**config.mk**
```make
export PLATFORM = sky130hd
export DESIGN_NAME = disc_drive_if
export DESIGN_NICKNAME = d
export VERILOG_FILES = /design/src/pkg/disc_pkg.sv /design/src/core/disc_drive_if.sv /design/src/core/pin_sync.sv /design/src/core/spindle_monitor.sv
export VERILOG_INCLUDE_DIRS = /design/src /design/src/pkg
export SDC_FILE = /design/constraint.sdc
export NUM_CORES = 1
export LEC_CHECK = 0
export ABC_AREA = 1
export BUFFER_PORTS_ARGS = -buffer_cell sky130_fd_sc_hd__buf_2
export CAP_MARGIN = 10
export CORE_MARGIN = 4
export CORE_UTILIZATION = 45
export CTS_CLUSTER_DIAMETER = 30
export DETAILED_ROUTE_END_ITERATION = 12
export REMOVE_ABC_BUFFERS = 1
export SYNTH_ARGS = -nofsm -noshare
export SYNTH_HDL_FRONTEND = slang
export SYNTH_SLANG_ARGS = --single-unit
```
**constraint.sdc**
```tcl
create_clock -name aclk -period 5.3 [get_ports aclk]
set_clock_uncertainty 0.05 [all_clocks]
set_input_delay 1.06 -clock aclk [delete_from_list [all_inputs] [get_ports aclk]]
set_output_delay 1.06 -clock aclk [all_outputs]
set_load 0.01 [all_outputs]
```
**src/pkg/disc_cfg.svh**
```systemverilog
// Purpose: offsets, field positions, reset values and timing figures of the drive interface
// Assumes: 100 MHz aclk
// Notes:   definitions only
`ifndef DISC_CFG_SVH
`define DISC_CFG_SVH

// ==========================================================
// clock and timing figures, each in its own unit
`define CLK_PERIOD_NS   10
`define REV_PERIOD_MS   16.67
`define SPEED_TOL_PCT   2
`define READY_TMO_S     25
`define RECAL_TIME_US   100
`define INDEX_TIME_NS   1000
`define FLUX_TIME_NS    40

// ==========================================================
// register byte offsets
`define REG_STATUS      8'h00
`define REG_INT_STATUS  8'h04
`define REG_INT_MASK    8'h08
`define REG_SETTLE      8'h0C
`define SETTLE_RST      16'h1388

// ==========================================================
// axi responses
`define AXI_RESP_OKAY   2'h0
`define AXI_RESP_SLVERR 2'h2

// ==========================================================
// event bits of status and mask registers
`define EV_READY        0
`define EV_SEEK         1
`define EV_SPEED        2
`define EV_SUPPLY       3
`define EV_LATE         4
`define EV_INDEX        5
`define EV_W            6

// ==========================================================
// fields of the drive status register
`define STAT_STATE_LO   0
`define STAT_READY      3
`define STAT_AT_SPEED   4
`define STAT_HEAD_LO    5
`define STAT_CYL_LO     16

// ==========================================================
// positions of the pins in the synchroniser vector
`define PIN_SEL         0
`define PIN_STEP        1
`define PIN_MOVE_IN     2
`define PIN_HEAD_LO     3
`define PIN_SUPPLY      7
`define PIN_TACH        8
`define PIN_FLUX        9
`define PIN_W           10

`endif

```
**src/pkg/disc_pkg.sv**
```systemverilog
// Purpose: shared types of the drive interface
// Assumes: nothing
// Notes:   state codes are read back through the status register
package disc_pkg;

   // ==========================================================
   // drive sequencing states
   typedef enum logic [2:0] {
      ST_SPINUP   = 3'h0,
      ST_RECAL    = 3'h1,
      ST_READY    = 3'h2,
      ST_SUPPLY   = 3'h3,
      ST_SHUTDOWN = 3'h4
   } drive_state_type;

endpackage

```
**src/core/disc_drive_if.sv**
```systemverilog
// Purpose: drive side of the controller interface: index, ready, seek, outer cylinder, flux
// Assumes: controller pins and sensors are asynchronous; power-on is aresetn
// Notes:   registers over AXI4-Lite, one level interrupt
//
// What this block does
// - index pulse once per revolution, nominal period
// - index idles high, falling edge marks track
// - ready low only after supply, speed, recalibration
// - supply faults hold ready high until cleared, recalibrated
// - ready expected within 25 seconds of power-on
// - speed deviation over 2 percent shuts down
// - shutdown lasts until power is cycled
// - seek complete low once heads settled
// - each step pulse moves one track, none past cylinder zero or MAX_CYL
// - direction high outward, low inward
// - outer indication low at cylinder zero
// - flux reversal drives plus above minus
// - control lines accepted only while unit selected
`timescale 1ns/1ns
`include "disc_cfg.svh"
module disc_drive_if
   import disc_pkg::*;
#(
   parameter int          ADDR_W        = 8,
   parameter logic [9:0]  MAX_CYL       = 10'h3FF,
   parameter logic [31:0] REV_CYC       = 32'($rtoi(`REV_PERIOD_MS * 1.0e6 / `CLK_PERIOD_NS + 0.5)),
   parameter logic [31:0] READY_TMO_CYC = 32'(64'(`READY_TMO_S) * 64'd1000000000 / `CLK_PERIOD_NS),
   parameter logic [31:0] RECAL_CYC     = 32'((`RECAL_TIME_US * 1000 + `CLK_PERIOD_NS - 1)
                                              / `CLK_PERIOD_NS)
) (
   // clock and reset
   input  wire logic              aclk,
   input  wire logic              aresetn,
   // axi4-lite write address and data
   input  wire logic [ADDR_W-1:0] s_axi_awaddr,
   input  wire logic              s_axi_awvalid,
   output logic                   s_axi_awready,
   input  wire logic [31:0]       s_axi_wdata,
   input  wire logic [3:0]        s_axi_wstrb,
   input  wire logic              s_axi_wvalid,
   output logic                   s_axi_wready,
   // axi4-lite write response
   output logic [1:0]             s_axi_bresp,
   output logic                   s_axi_bvalid,
   input  wire logic              s_axi_bready,
   // axi4-lite read
   input  wire logic [ADDR_W-1:0] s_axi_araddr,
   input  wire logic              s_axi_arvalid,
   output logic                   s_axi_arready,
   output logic [31:0]            s_axi_rdata,
   output logic [1:0]             s_axi_rresp,
   output logic                   s_axi_rvalid,
   input  wire logic              s_axi_rready,
   // control lines from the controller
   input  wire logic              unit_select_n,
   input  wire logic              step_n,
   input  wire logic              move_in_n,
   input  wire logic              head_sel_b0_n,
   input  wire logic              head_sel_b1_n,
   input  wire logic              head_sel_b2_n,
   input  wire logic              head_sel_b3_n,
   // status lines to the controller
   output logic                   track_origin_pulse_n,
   output logic                   ready_n,
   output logic                   seek_done_n,
   output logic                   outer_cylinder_n,
   output logic                   read_flux_pos,
   output logic                   read_flux_neg,
   // drive mechanics and sensors
   input  wire logic              supply_ok,
   input  wire logic              spindle_tach,
   input  wire logic              flux_event,
   output logic                   motor_run,
   output logic                   actuator_lock,
   // interrupt
   output logic                   irq
);
   localparam logic [7:0] INDEX_CYC = 8'((`INDEX_TIME_NS + `CLK_PERIOD_NS - 1) / `CLK_PERIOD_NS);
   localparam logic [3:0] FLUX_CYC  = 4'((`FLUX_TIME_NS + `CLK_PERIOD_NS - 1) / `CLK_PERIOD_NS);

   if (ADDR_W < 4 || ADDR_W > 32 || MAX_CYL == 10'h0 || RECAL_CYC == 32'h0) begin : bad_param
      $error("disc_drive_if parameter out of range");
   end

   typedef struct packed {
      drive_state_type     state;
      logic [9:0]          cyl;
      logic                cyl_known;
      logic [31:0]         act_cnt;
      logic                seek_busy;
      logic [31:0]         wait_cnt;
      logic                was_ready;
      logic [7:0]          idx_cnt;
      logic [3:0]          flux_cnt;
      logic                step_prev;
      logic                flux_prev;
      logic [3:0]          head;
      logic                ready_n;
      logic                seek_done_n;
      logic                origin_n;
      logic                outer_n;
      logic                fpos;
      logic                fneg;
      logic                motor_on;
      logic                act_lock;
      logic                awready;
      logic                wready;
      logic                bvalid;
      logic [1:0]          bresp;
      logic                arready;
      logic                rvalid;
      logic [1:0]          rresp;
      logic [31:0]         rdata;
      logic                aw_have;
      logic                w_have;
      logic [ADDR_W-1:0]   awaddr;
      logic [31:0]         wdata;
      logic [3:0]          wstrb;
      logic [`EV_W-1:0]    int_st;
      logic [`EV_W-1:0]    int_mask;
      logic [15:0]         settle;
      logic                irq;
   } drv_type;

   drv_type            r;
   drv_type            n;
   logic [`PIN_W-1:0]  pins;
   logic [`PIN_W-1:0]  sq;
   logic               rev_pulse;
   logic               at_speed;
   logic [`EV_W-1:0]   ev;
   logic [`EV_W-1:0]   clr;
   logic               sel;
   logic               step_fall;

   // merge a write word into a register through the byte strobes
   function automatic logic [31:0] merge(input logic [31:0] old, input logic [31:0] d,
                                         input logic [3:0] strb);
      logic [31:0] m;
      m = old;
      for (int b = 0; b < 4; b++) begin
         if (strb[b]) begin
            m[b*8 +: 8] = d[b*8 +: 8];
         end
      end
      return m;
   endfunction

   // ==========================================================
   // pin synchronisers and spindle supervision
   assign pins = {flux_event, spindle_tach, supply_ok, head_sel_b3_n, head_sel_b2_n,
                  head_sel_b1_n, head_sel_b0_n, move_in_n, step_n, unit_select_n};

   pin_sync #(.W(`PIN_W)) u_sync (
      .aclk      (aclk),
      .aresetn   (aresetn),
      .pin_in    (pins),
      .rst_level ({1'b0, {(`PIN_W-1){1'b1}}}),   // flux idles low, all others high
      .level     (sq)
   );

   spindle_monitor #(.REV_CYC(REV_CYC), .TOL_PCT(`SPEED_TOL_PCT)) u_spin (
      .aclk      (aclk),
      .aresetn   (aresetn),
      .tach      (sq[`PIN_TACH]),
      .rev_pulse (rev_pulse),
      .at_speed  (at_speed)
   );

   assign sel       = !sq[`PIN_SEL];
   assign step_fall = r.step_prev && !sq[`PIN_STEP];

   // ==========================================================
   // sequencing, positioning, status lines and register slave
   always_comb begin
      n           = r;
      ev          = '0;
      clr         = '0;
      n.step_prev = sq[`PIN_STEP];
      n.flux_prev = sq[`PIN_FLUX];

      // power-on wait for ready, flagged once when overdue
      if (!r.was_ready && r.wait_cnt != READY_TMO_CYC) begin
         n.wait_cnt = r.wait_cnt + 32'h1;
         if (r.wait_cnt + 32'h1 == READY_TMO_CYC) begin
            ev[`EV_LATE] = 1'b1;
         end
      end

      case (r.state)
         ST_SPINUP: begin
            n.motor_on = 1'b1;
            n.act_lock = 1'b1;
            if (at_speed) begin
               n.state   = ST_RECAL;
               n.act_cnt = RECAL_CYC;
            end
         end
         ST_RECAL: begin
            n.act_lock = 1'b0;
            if (r.act_cnt > 32'h1) begin
               n.act_cnt = r.act_cnt - 32'h1;
            end else begin
               n.state       = ST_READY;
               n.cyl         = 10'h0;
               n.cyl_known   = 1'b1;
               n.ready_n     = 1'b0;
               n.seek_done_n = 1'b0;
               n.was_ready   = 1'b1;
               ev[`EV_READY] = 1'b1;
            end
         end
         ST_READY: begin
            if (sel && step_fall) begin
               if (sq[`PIN_MOVE_IN]) begin
                  if (r.cyl != 10'h0) begin
                     n.cyl = r.cyl - 10'h1;
                  end
               end else if (r.cyl != MAX_CYL) begin
                  n.cyl = r.cyl + 10'h1;
               end
               n.seek_done_n = 1'b1;
               n.seek_busy   = 1'b1;
               n.act_cnt     = {16'h0, r.settle};
            end else if (r.seek_busy) begin
               if (r.act_cnt > 32'h1) begin
                  n.act_cnt = r.act_cnt - 32'h1;
               end else begin
                  n.seek_busy   = 1'b0;
                  n.seek_done_n = 1'b0;
                  ev[`EV_SEEK]  = 1'b1;
               end
            end
            if (sel) begin
               n.head = ~{sq[`PIN_HEAD_LO+3], sq[`PIN_HEAD_LO+2],
                          sq[`PIN_HEAD_LO+1], sq[`PIN_HEAD_LO]};
            end
         end
         ST_SUPPLY: begin
            if (sq[`PIN_SUPPLY]) begin
               n.state = ST_SPINUP;
            end
         end
         ST_SHUTDOWN: begin
            n.motor_on = 1'b0;
            n.act_lock = 1'b1;
         end
         default: begin
            n.state = ST_SHUTDOWN;
         end
      endcase

      // faults override the sequence; a speed loss is final
      if (r.state != ST_SHUTDOWN && r.state != ST_SUPPLY && !sq[`PIN_SUPPLY]) begin
         n.state         = ST_SUPPLY;
         ev[`EV_SUPPLY]  = 1'b1;
      end else if ((r.state == ST_RECAL || r.state == ST_READY) && !at_speed) begin
         n.state         = ST_SHUTDOWN;
         n.motor_on      = 1'b0;
         n.act_lock      = 1'b1;
         ev[`EV_SPEED]   = 1'b1;
      end
      if (n.state != ST_READY) begin
         n.ready_n     = 1'b1;
         n.seek_done_n = 1'b1;
         n.seek_busy   = 1'b0;
      end
      if (n.state == ST_SPINUP || n.state == ST_SUPPLY || n.state == ST_SHUTDOWN) begin
         n.cyl_known = 1'b0;
         n.act_lock  = 1'b1;
      end

      // index pulse from the hall sensor, idle high
      if (rev_pulse && r.motor_on) begin
         n.idx_cnt      = INDEX_CYC;
         ev[`EV_INDEX]  = 1'b1;
      end else if (r.idx_cnt != 8'h0) begin
         n.idx_cnt = r.idx_cnt - 8'h1;
      end
      n.origin_n = (n.idx_cnt == 8'h0);
      n.outer_n  = !(n.cyl_known && n.cyl == 10'h0);

      // flux reversal drives the pair to plus-above-minus
      if (sel && r.state == ST_READY && sq[`PIN_FLUX] && !r.flux_prev) begin
         n.flux_cnt = FLUX_CYC;
      end else if (r.flux_cnt != 4'h0) begin
         n.flux_cnt = r.flux_cnt - 4'h1;
      end
      n.fpos = (n.flux_cnt != 4'h0);
      n.fneg = (n.flux_cnt == 4'h0);

      // axi write channels taken in either order
      if (s_axi_awvalid && r.awready) begin
         n.aw_have = 1'b1;
         n.awaddr  = s_axi_awaddr;
      end
      if (s_axi_wvalid && r.wready) begin
         n.w_have = 1'b1;
         n.wdata  = s_axi_wdata;
         n.wstrb  = s_axi_wstrb;
      end
      if (r.bvalid && s_axi_bready) begin
         n.bvalid = 1'b0;
      end
      if (n.aw_have && n.w_have && !n.bvalid) begin
         n.aw_have = 1'b0;
         n.w_have  = 1'b0;
         n.bvalid  = 1'b1;
         n.bresp   = `AXI_RESP_OKAY;
         case ({n.awaddr[ADDR_W-1:2], 2'b00})
            ADDR_W'(`REG_STATUS): ;                   // read only, write ignored
            ADDR_W'(`REG_INT_STATUS): begin
               clr = `EV_W'(merge(32'h0, n.wdata, n.wstrb));
            end
            ADDR_W'(`REG_INT_MASK): begin
               n.int_mask = `EV_W'(merge({26'h0, r.int_mask}, n.wdata, n.wstrb));
            end
            ADDR_W'(`REG_SETTLE): begin
               n.settle = 16'(merge({16'h0, r.settle}, n.wdata, n.wstrb));
            end
            default: begin
               n.bresp = `AXI_RESP_SLVERR;
            end
         endcase
      end
      n.awready = !n.aw_have && !n.bvalid;
      n.wready  = !n.w_have && !n.bvalid;

      // axi read
      if (r.rvalid && s_axi_rready) begin
         n.rvalid = 1'b0;
      end
      if (s_axi_arvalid && r.arready) begin
         n.rvalid = 1'b1;
         n.rresp  = `AXI_RESP_OKAY;
         n.rdata  = 32'h0;
         case ({s_axi_araddr[ADDR_W-1:2], 2'b00})
            ADDR_W'(`REG_STATUS): begin
               n.rdata[`STAT_STATE_LO +: 3] = r.state;
               n.rdata[`STAT_READY]         = !r.ready_n;
               n.rdata[`STAT_AT_SPEED]      = at_speed;
               n.rdata[`STAT_HEAD_LO +: 4]  = r.head;
               n.rdata[`STAT_CYL_LO +: 10]  = r.cyl;
            end
            ADDR_W'(`REG_INT_STATUS): n.rdata[`EV_W-1:0] = r.int_st;
            ADDR_W'(`REG_INT_MASK):   n.rdata[`EV_W-1:0] = r.int_mask;
            ADDR_W'(`REG_SETTLE):     n.rdata[15:0]      = r.settle;
            default: begin
               n.rresp = `AXI_RESP_SLVERR;
            end
         endcase
      end
      n.arready = !n.rvalid;

      // sticky events, a new event wins over a clear
      n.int_st = (r.int_st & ~clr) | ev;
      n.irq    = |(n.int_st & n.int_mask);
   end

   // state register
   always_ff @(posedge aclk) begin
      if (!aresetn) begin
         r             <= '0;
         r.state       <= ST_SPINUP;
         r.ready_n     <= 1'b1;
         r.seek_done_n <= 1'b1;
         r.origin_n    <= 1'b1;
         r.outer_n     <= 1'b1;
         r.fneg        <= 1'b1;
         r.motor_on    <= 1'b1;
         r.act_lock    <= 1'b1;
         r.step_prev   <= 1'b1;
         r.settle      <= `SETTLE_RST;
      end else begin
         r <= n;
      end
   end

   // ==========================================================
   // outputs straight from the state register
   assign s_axi_awready        = r.awready;
   assign s_axi_wready         = r.wready;
   assign s_axi_bvalid         = r.bvalid;
   assign s_axi_bresp          = r.bresp;
   assign s_axi_arready        = r.arready;
   assign s_axi_rvalid         = r.rvalid;
   assign s_axi_rresp          = r.rresp;
   assign s_axi_rdata          = r.rdata;
   assign track_origin_pulse_n = r.origin_n;
   assign ready_n              = r.ready_n;
   assign seek_done_n          = r.seek_done_n;
   assign outer_cylinder_n     = r.outer_n;
   assign read_flux_pos        = r.fpos;
   assign read_flux_neg        = r.fneg;
   assign motor_run            = r.motor_on;
   assign actuator_lock        = r.act_lock;
   assign irq                  = r.irq;
endmodule

```
**src/core/pin_sync.sv**
```systemverilog
// Purpose: three-stage synchroniser for asynchronous pins
// Assumes: inputs come from outside the aclk domain
// Notes:   output follows once the second and third stages agree
`timescale 1ns/1ns
module pin_sync #(
   parameter int W = 1
) (
   // clock and reset
   input  wire logic         aclk,
   input  wire logic         aresetn,
   // pins in, filtered levels out
   input  wire logic [W-1:0] pin_in,
   input  wire logic [W-1:0] rst_level,
   output logic      [W-1:0] level
);
   if (W < 1) begin : bad_width
      $error("pin_sync needs at least one bit");
   end

   typedef struct packed {
      logic [W-1:0] s1;
      logic [W-1:0] s2;
      logic [W-1:0] s3;
      logic [W-1:0] q;
   } sync_type;

   sync_type     r;
   sync_type     n;
   logic [W-1:0] agree;

   // per bit: a change counts once stages two and three agree
   for (genvar i = 0; i < W; i++) begin : g_bit
      assign agree[i] = (r.s2[i] == r.s3[i]) ? r.s3[i] : r.q[i];
   end

   // next stage values
   always_comb begin
      n    = r;
      n.s1 = pin_in;
      n.s2 = r.s1;
      n.s3 = r.s2;
      n.q  = agree;
   end

   // state register; reset levels are the idle pin levels
   always_ff @(posedge aclk) begin
      if (!aresetn) begin
         r <= {rst_level, rst_level, rst_level, rst_level};
      end else begin
         r <= n;
      end
   end

   assign level = r.q;
endmodule

```
**src/core/spindle_monitor.sv**
```systemverilog
// Purpose: measures the revolution period from the hall sensor
// Assumes: tach is a synchronised level, one falling edge per revolution
// Notes:   missing edges also drop at_speed once the upper bound passes
`timescale 1ns/1ns
module spindle_monitor #(
   parameter logic [31:0] REV_CYC = 32'd1667000,
   parameter int          TOL_PCT = 2
) (
   // clock and reset
   input  wire logic aclk,
   input  wire logic aresetn,
   // sensor and results
   input  wire logic tach,
   output logic      rev_pulse,
   output logic      at_speed
);
   localparam logic [31:0] TOL_CYC = 32'(REV_CYC * TOL_PCT / 100);
   localparam logic [31:0] LO_CYC  = REV_CYC - TOL_CYC;
   localparam logic [31:0] HI_CYC  = REV_CYC + TOL_CYC;

   if (REV_CYC < 32'd16 || TOL_PCT < 0 || TOL_PCT > 50) begin : bad_param
      $error("spindle_monitor period or tolerance out of range");
   end

   typedef struct packed {
      logic [31:0] cnt;
      logic        tach_prev;
      logic        rev_pulse;
      logic        at_speed;
   } mon_type;

   mon_type r;
   mon_type n;

   // period measurement, deviation beyond tolerance drops at_speed
   always_comb begin
      n           = r;
      n.tach_prev = tach;
      n.rev_pulse = 1'b0;
      if (r.tach_prev && !tach) begin
         n.rev_pulse = 1'b1;
         n.at_speed  = ((r.cnt + 32'h1) >= LO_CYC) && ((r.cnt + 32'h1) <= HI_CYC);
         n.cnt       = 32'h0;
      end else begin
         if (r.cnt != 32'hFFFFFFFF) begin
            n.cnt = r.cnt + 32'h1;
         end
         if (r.cnt > HI_CYC) begin
            n.at_speed = 1'b0;
         end
      end
   end

   // state register
   always_ff @(posedge aclk) begin
      if (!aresetn) begin
         r <= '{tach_prev: 1'b1, default: '0};
      end else begin
         r <= n;
      end
   end

   assign rev_pulse = r.rev_pulse;
   assign at_speed  = r.at_speed;
endmodule

```
* Word-level counts from Yosys, hierarchy flattened
Cells that the tools add are included.
Word-level totals: bits in registers 275, latch bits 0, memory bits (writable) 0, memory bits (read-only) 0, bits of input ports 69, output and inout port bits 50, logic and storage cells 246, memories 0
Operators by class: add/subtract/negate cells 7, $mul 0, divide/modulo/power cells 0, $lt $le $gt $ge 4, equality and inequality tests 33, shift operators 0, mux-type cells 70, bitwise logic cells 8, reduce and logical (&&, ||, !) cells 67
Operators with widths (number):
- $pmux 32 s3 | 1
- $mux 33 | 2
- $add 32x1->32 const B | 2
- $mux 32 | 2
- $ne 32x32->1 const B | 2
- $mux 10 | 5
- $mux 8 | 5
- $mux 35 | 1
- $eq 32x32->1 const B | 1
- $ge 32x21->1 const B | 1
- $gt 32x1->1 const B | 1
- $gt 32x21->1 const B | 1
- $le 32x21->1 const B | 1
- $sub 32x1->32 const B | 1
- $mux 6 | 5
- $mux 1 | 25
- $eq 6x2->1 const B | 4
- $pmux 6 s4 | 1
- $logic_and 1x1->1 | 22
- $mux 22 | 1
- $mux 20 | 1
- $pmux 10 s2 | 1
- $mux 16 | 1
- $mux 3 | 5
- other kinds (44) | 97

* Depth between registers and ports, before layout
word-level depth 11, depth in mapped cells 17

* Modules after synthesis
From an unflattened synthesis, not the netlist that was laid out.
Second synthesis, totals: cells, all modules 2204, area total of the unflattened synthesis 14644.0 sq um
By module, submodules not included:
- disc_drive_if | instances 1, cells each 1630, area each 10787.8 sq um, seq. area each 3883.7 sq um
- spindle_monitor | instances 1, cells each 408, area each 2461.1 sq um, seq. area each 700.7 sq um
- pin_sync | instances 1, cells each 166, area each 1395.1 sq um, seq. area each 900.9 sq um

* Worst setup path before layout
No wires, ideal clock.
path type input -> register, from input s_axi_awvalid, to register r (netlist bit irq), arrival time 2527 ps, required time 5134 ps, path slack 2607 ps, cell stages on the path 13, path buffers 0, cell sequence nand2_1 > or2_2 > o21ai_0 > and2_1 > nand3_1 > nor2_1 > inv_1 > nand2_1 > o21ai_0 > nand2_1 > nand3_1 > o21ai_0 > nand2_1
Between the ends: cells in the longest elaborated chain, start to end 10
RTL lines:
- from (decl) | RTL line disc_drive_if.sv:36 | input wire logic s_axi_awvalid,
- $logic_and 1x1->1 * | RTL line disc_drive_if.sv:293 | if (s_axi_awvalid && r.awready) begin
- $mux 8 / $mux 1 (equally long branches) | RTL line disc_drive_if.sv:293
- $eq 6x1->1 / $logic_and 1x1->1 (equally long branches) | RTL line disc_drive_if.sv:310, disc_drive_if.sv:305
- $mux 6 / $logic_and 1x1->1 (equally long branches) | RTL line disc_drive_if.sv:310, disc_drive_if.sv:305
- $mux 6 | RTL line disc_drive_if.sv:305 | if (n.aw_have && n.w_have && !n.bvalid) begin
- $not 6->6 | RTL line disc_drive_if.sv:356 | n.int_st = (r.int_st & ~clr) | ev;
- $and 6x6->6 | RTL line disc_drive_if.sv:356
- $or 6x6->6 | RTL line disc_drive_if.sv:356
- $and 6x6->6 * | RTL line disc_drive_if.sv:357 | n.irq = |(n.int_st & n.int_mask);
- $reduce_or 6->1 * | RTL line disc_drive_if.sv:357
- to (signal assigned) | RTL line disc_drive_if.sv:375 | r <= n;
- to (decl) | RTL line disc_drive_if.sv:125 | drv_type r;
Every way passes the cells marked *; elsewhere a longest branch is shown, timed or not. A chain may end at the register's enable or synchronous reset.

* Worst setup path in the final report
from register r[155] (netlist bit), to register r[160] (netlist bit)
Between the ends: cells in the longest elaborated chain, start to end 2
RTL lines:
- parallel branches: the longest is 2 deep, another holds $add 32x1->32
Several ways; the timed one is not identified.

==> impl_results.md <==
- Status: completed
- Total gr overflow: 0
- Setup slack at placement: 1.89 ns
- Dpl cell area: roughly 15000 µm²
- Most common cell after layout, fill and taps aside: nand2_1
- Crit path DAT: ~3.5 ns
- RSZ-0062 raised after global routing: false
- Number of synthesized flops with an enable pin: 0
- Max Transition Viols Final: 0
- Power Dens Cells: 404 nW/µm²
- Port-buffer cells: 88
- Share of cells above drive strength 1: about an eighth
- Seq cells post-synth: around 270
- Cts hold-fix bufs: 0
- Max cap viols: 0
- H-tree levels: 3
- Fin worst setup slack: 2.08 ns
- Post-route DRC: 0
- Pin count of the biggest net entering global routing: 84
- Post-layout nets: ~2300
- Min Tclk post-route: 3.22 ns
- Peak VDD IR: 0.000261 V
- Routed WL: between 30000 and 40000 µm
- Core box area: 30600 µm²
- Clock edge transition at the registers on the reported setup and hold paths: ~0.04 ns
- Worst setup SP type: flip-flop
- Chip Width: 184 µm
- Area contributors post-synth: dfxtp_1 (39%), nand2_1 (13%), nor2_1 (8.1%), inv_1 (6.6%), a21oi_1 (5.0%)
- Number of cell rows: 64
- Fin crit share: 60.8%
- Cells after Synth: 2088
- Diodes inserted: 0
- IO Pins: between 100 and 150
- Die Ht: 184 µm
- CTS Buffer Depth: 3
- Initial antenna violation count: 0
- Crit end category: flip-flop
- CP Max Fanout: 40
- Area grow syn2layout: 20.6%
- Critical path's most frequent cell: inv_1
- DRT antenna net count: 0
- Final setup TNS: 0 ns
- Clock sink count: 269
- Leakage power: roughly 0.0074 µW
- FMAX: roughly 310 MHz
- Final setup violation count: 0
- Final Hold Viols: 0
- Total power draw: 6790 µW
- Most frequent cells in the layout: nand2_1 (486), nor2_1 (301), dfxtp_1 (269)
- Via count: 13300
- First-pass GRT wire length: 62300 µm
- Final core occ: 54.9%
- Cts repair resizes: 0
- Detailed placement HPWL: 26700 µm
- Fraction of registers with async set/reset: 0%
- Slowest CP cell: inv_1
- Sequential element share of the synthesized area: 38.6%
- Fillers: 3031
- Initial core utilization: 45.6%
- Primary FF master, synth: dfxtp_1
- Hold Crit Class: reg2reg
- Post-route cell area: approximately 17000 µm²
- Leading area contributor after synthesis: dfxtp_1
- Crit Path Category: reg2reg
- Share of the synthesized area in the top cell type: between 30% and 40%
- Iteration-0 DRC Markers: between 800 and 900
- Worst-Margin Slew: 1.08 ns
- Vias per cell: approximately 5.1
- CTS tree: done
- Tot GR Track Use: 22.2%
- CP cell instances: inv_1, nor3_1, nor3b_1, nand3_1, nand2_1, inv_1, o21ai_0, a21oi_1
- Relative slew slack: 27.7%
- Post-CTS Setup Inserts: 0
- Cell variety after synth: 54
- CTS buffer count: 67
- Yosys Warn Count: 0
- Average routed wire per standard cell: 14.5 µm
- Mapped Area: 13900 µm²
- Avg Inst Size Synth: around 6.7 µm²
- CP required: 5.62 ns
- Max incr delay on CP: 0.72 ns
- Total Die Area: 33800 µm²
- Latest clock arrival within the worst-skew pair: 0.55 ns
- Cell chosen for the clock root: clkbuf_16
- Final Wtd Congestion: between 0.9 and 1
- Number of global-route vias before repair: 12600
- First-pass iteration count of the detailed router: 6
-- metrics by stage --
stage                     std cells  hold slack (ns)
final                          2613            0.354
after global routing           2613            0.369
after CTS                      2613            0.353
after detailed placement       2497            0.349
after global placement         2497            0.346
after floorplan                2002            0.340
-- where the power goes --
| group | internal, µW | switching, µW |
|---|---|---|
| clock | 2870 | 1240 |
| combinational | 188 | 331 |
| sequential | 2120 | 43.6 |
| total | 5180 | 1610 |
-- cells by family (layout without fill, tap and decap cells) --
| group | after synthesis | in the layout | synth area share [%] |
|---|---|---|---|
| DFF | 269 | 269 | 38.6 |
| other | 1 | 8 | 0.0269 |
| and+or+nand+nor | 1052 | 1052 | 32.1 |
| buffers and inverters | 347 | 469 | 10.3 |
| AOI/OAI and AO/OA | 348 | 348 | 14.0 |
| muxes | 12 | 12 | 0.862 |
| xor gates and xnor gates | 46 | 46 | 2.89 |
| adders and majority gates | 13 | 13 | 1.17 |
-- path summary, 6_finish.rpt --
kind,start,endpoint,slack (ns),cells after the start
min,u_sync.n[29]$_SDFF_PN0_,u_sync.n[19]$_SDFF_PN0_,0.35,2
max reg2reg,r[155]$_SDFFE_PN0P_,r[160]$_SDFFE_PN0P_,2.08,8
min reg2reg,u_sync.n[29]$_SDFF_PN0_,u_sync.n[19]$_SDFF_PN0_,0.35,2
max,r[155]$_SDFFE_PN0P_,r[160]$_SDFFE_PN0P_,2.08,8
-- area by class of cell --
type	count	area [µm²]	area share, %
clock inverters	34	474	2.82
repair buffers	99	523	3.11
clock buffers	82	1820	10.9
well taps	396	495	2.95
multi-input cells	1479	7150	42.5
inverters	254	956	5.69
flip-flops and latches	269	5390	32.0
-- critical path: cells and delay by family (launching register included) --
family / cells / cell delay (ns)
DFF: 1 / 0.38
and+or+nand+nor: 4 / 1.36
AOI/OAI and AO/OA: 2 / 0.43
buffers and inverters: 2 / 0.83
-- layer usage --
| metal | wire length [µm] | track usage, % | up-vias |
|---|---|---|---|
| li1 | - | - | 6902 |
| met1 | 18200 | 30.1 | 5978 |
| met2 | 16600 | 35.6 | 321 |
| met3 | 2260 | 4.65 | 54 |
| met4 | 731 | 6.86 | 0 |
| met5 | 0 | 0 | - |
-- Yosys cell counts, types with 3 or more instances --
cell type,n
clkbuf_1,49
dfxtp_1,269
nand3b_1,8
or2_2,37
nand2_1,486
inv_2,7
nand4_1,33
o21bai_1,4
a31oi_1,4
nand3_1,115
buf_4,36
xnor2_1,8
nor4_1,9
nor2_1,301
o211a_1,6
buf_1,7
a22oi_1,12
a211oi_1,11
a31o_2,3
inv_1,245
nor3_1,44
a21oi_1,140
ha_1,13
o211ai_1,13
mux2i_1,12
xor2_1,38
o21a_1,3
a221oi_1,4
o21ai_0,137
-- registers in the layout, indices dropped and copies added (netlist names), 10 cells and up --
signal,cells
s_axi_rdata,26
u_sync.r,10
u_spin.r,33
u_sync.level,10
r,152
u_sync.n,20
(Power assumes the default switching activity.)
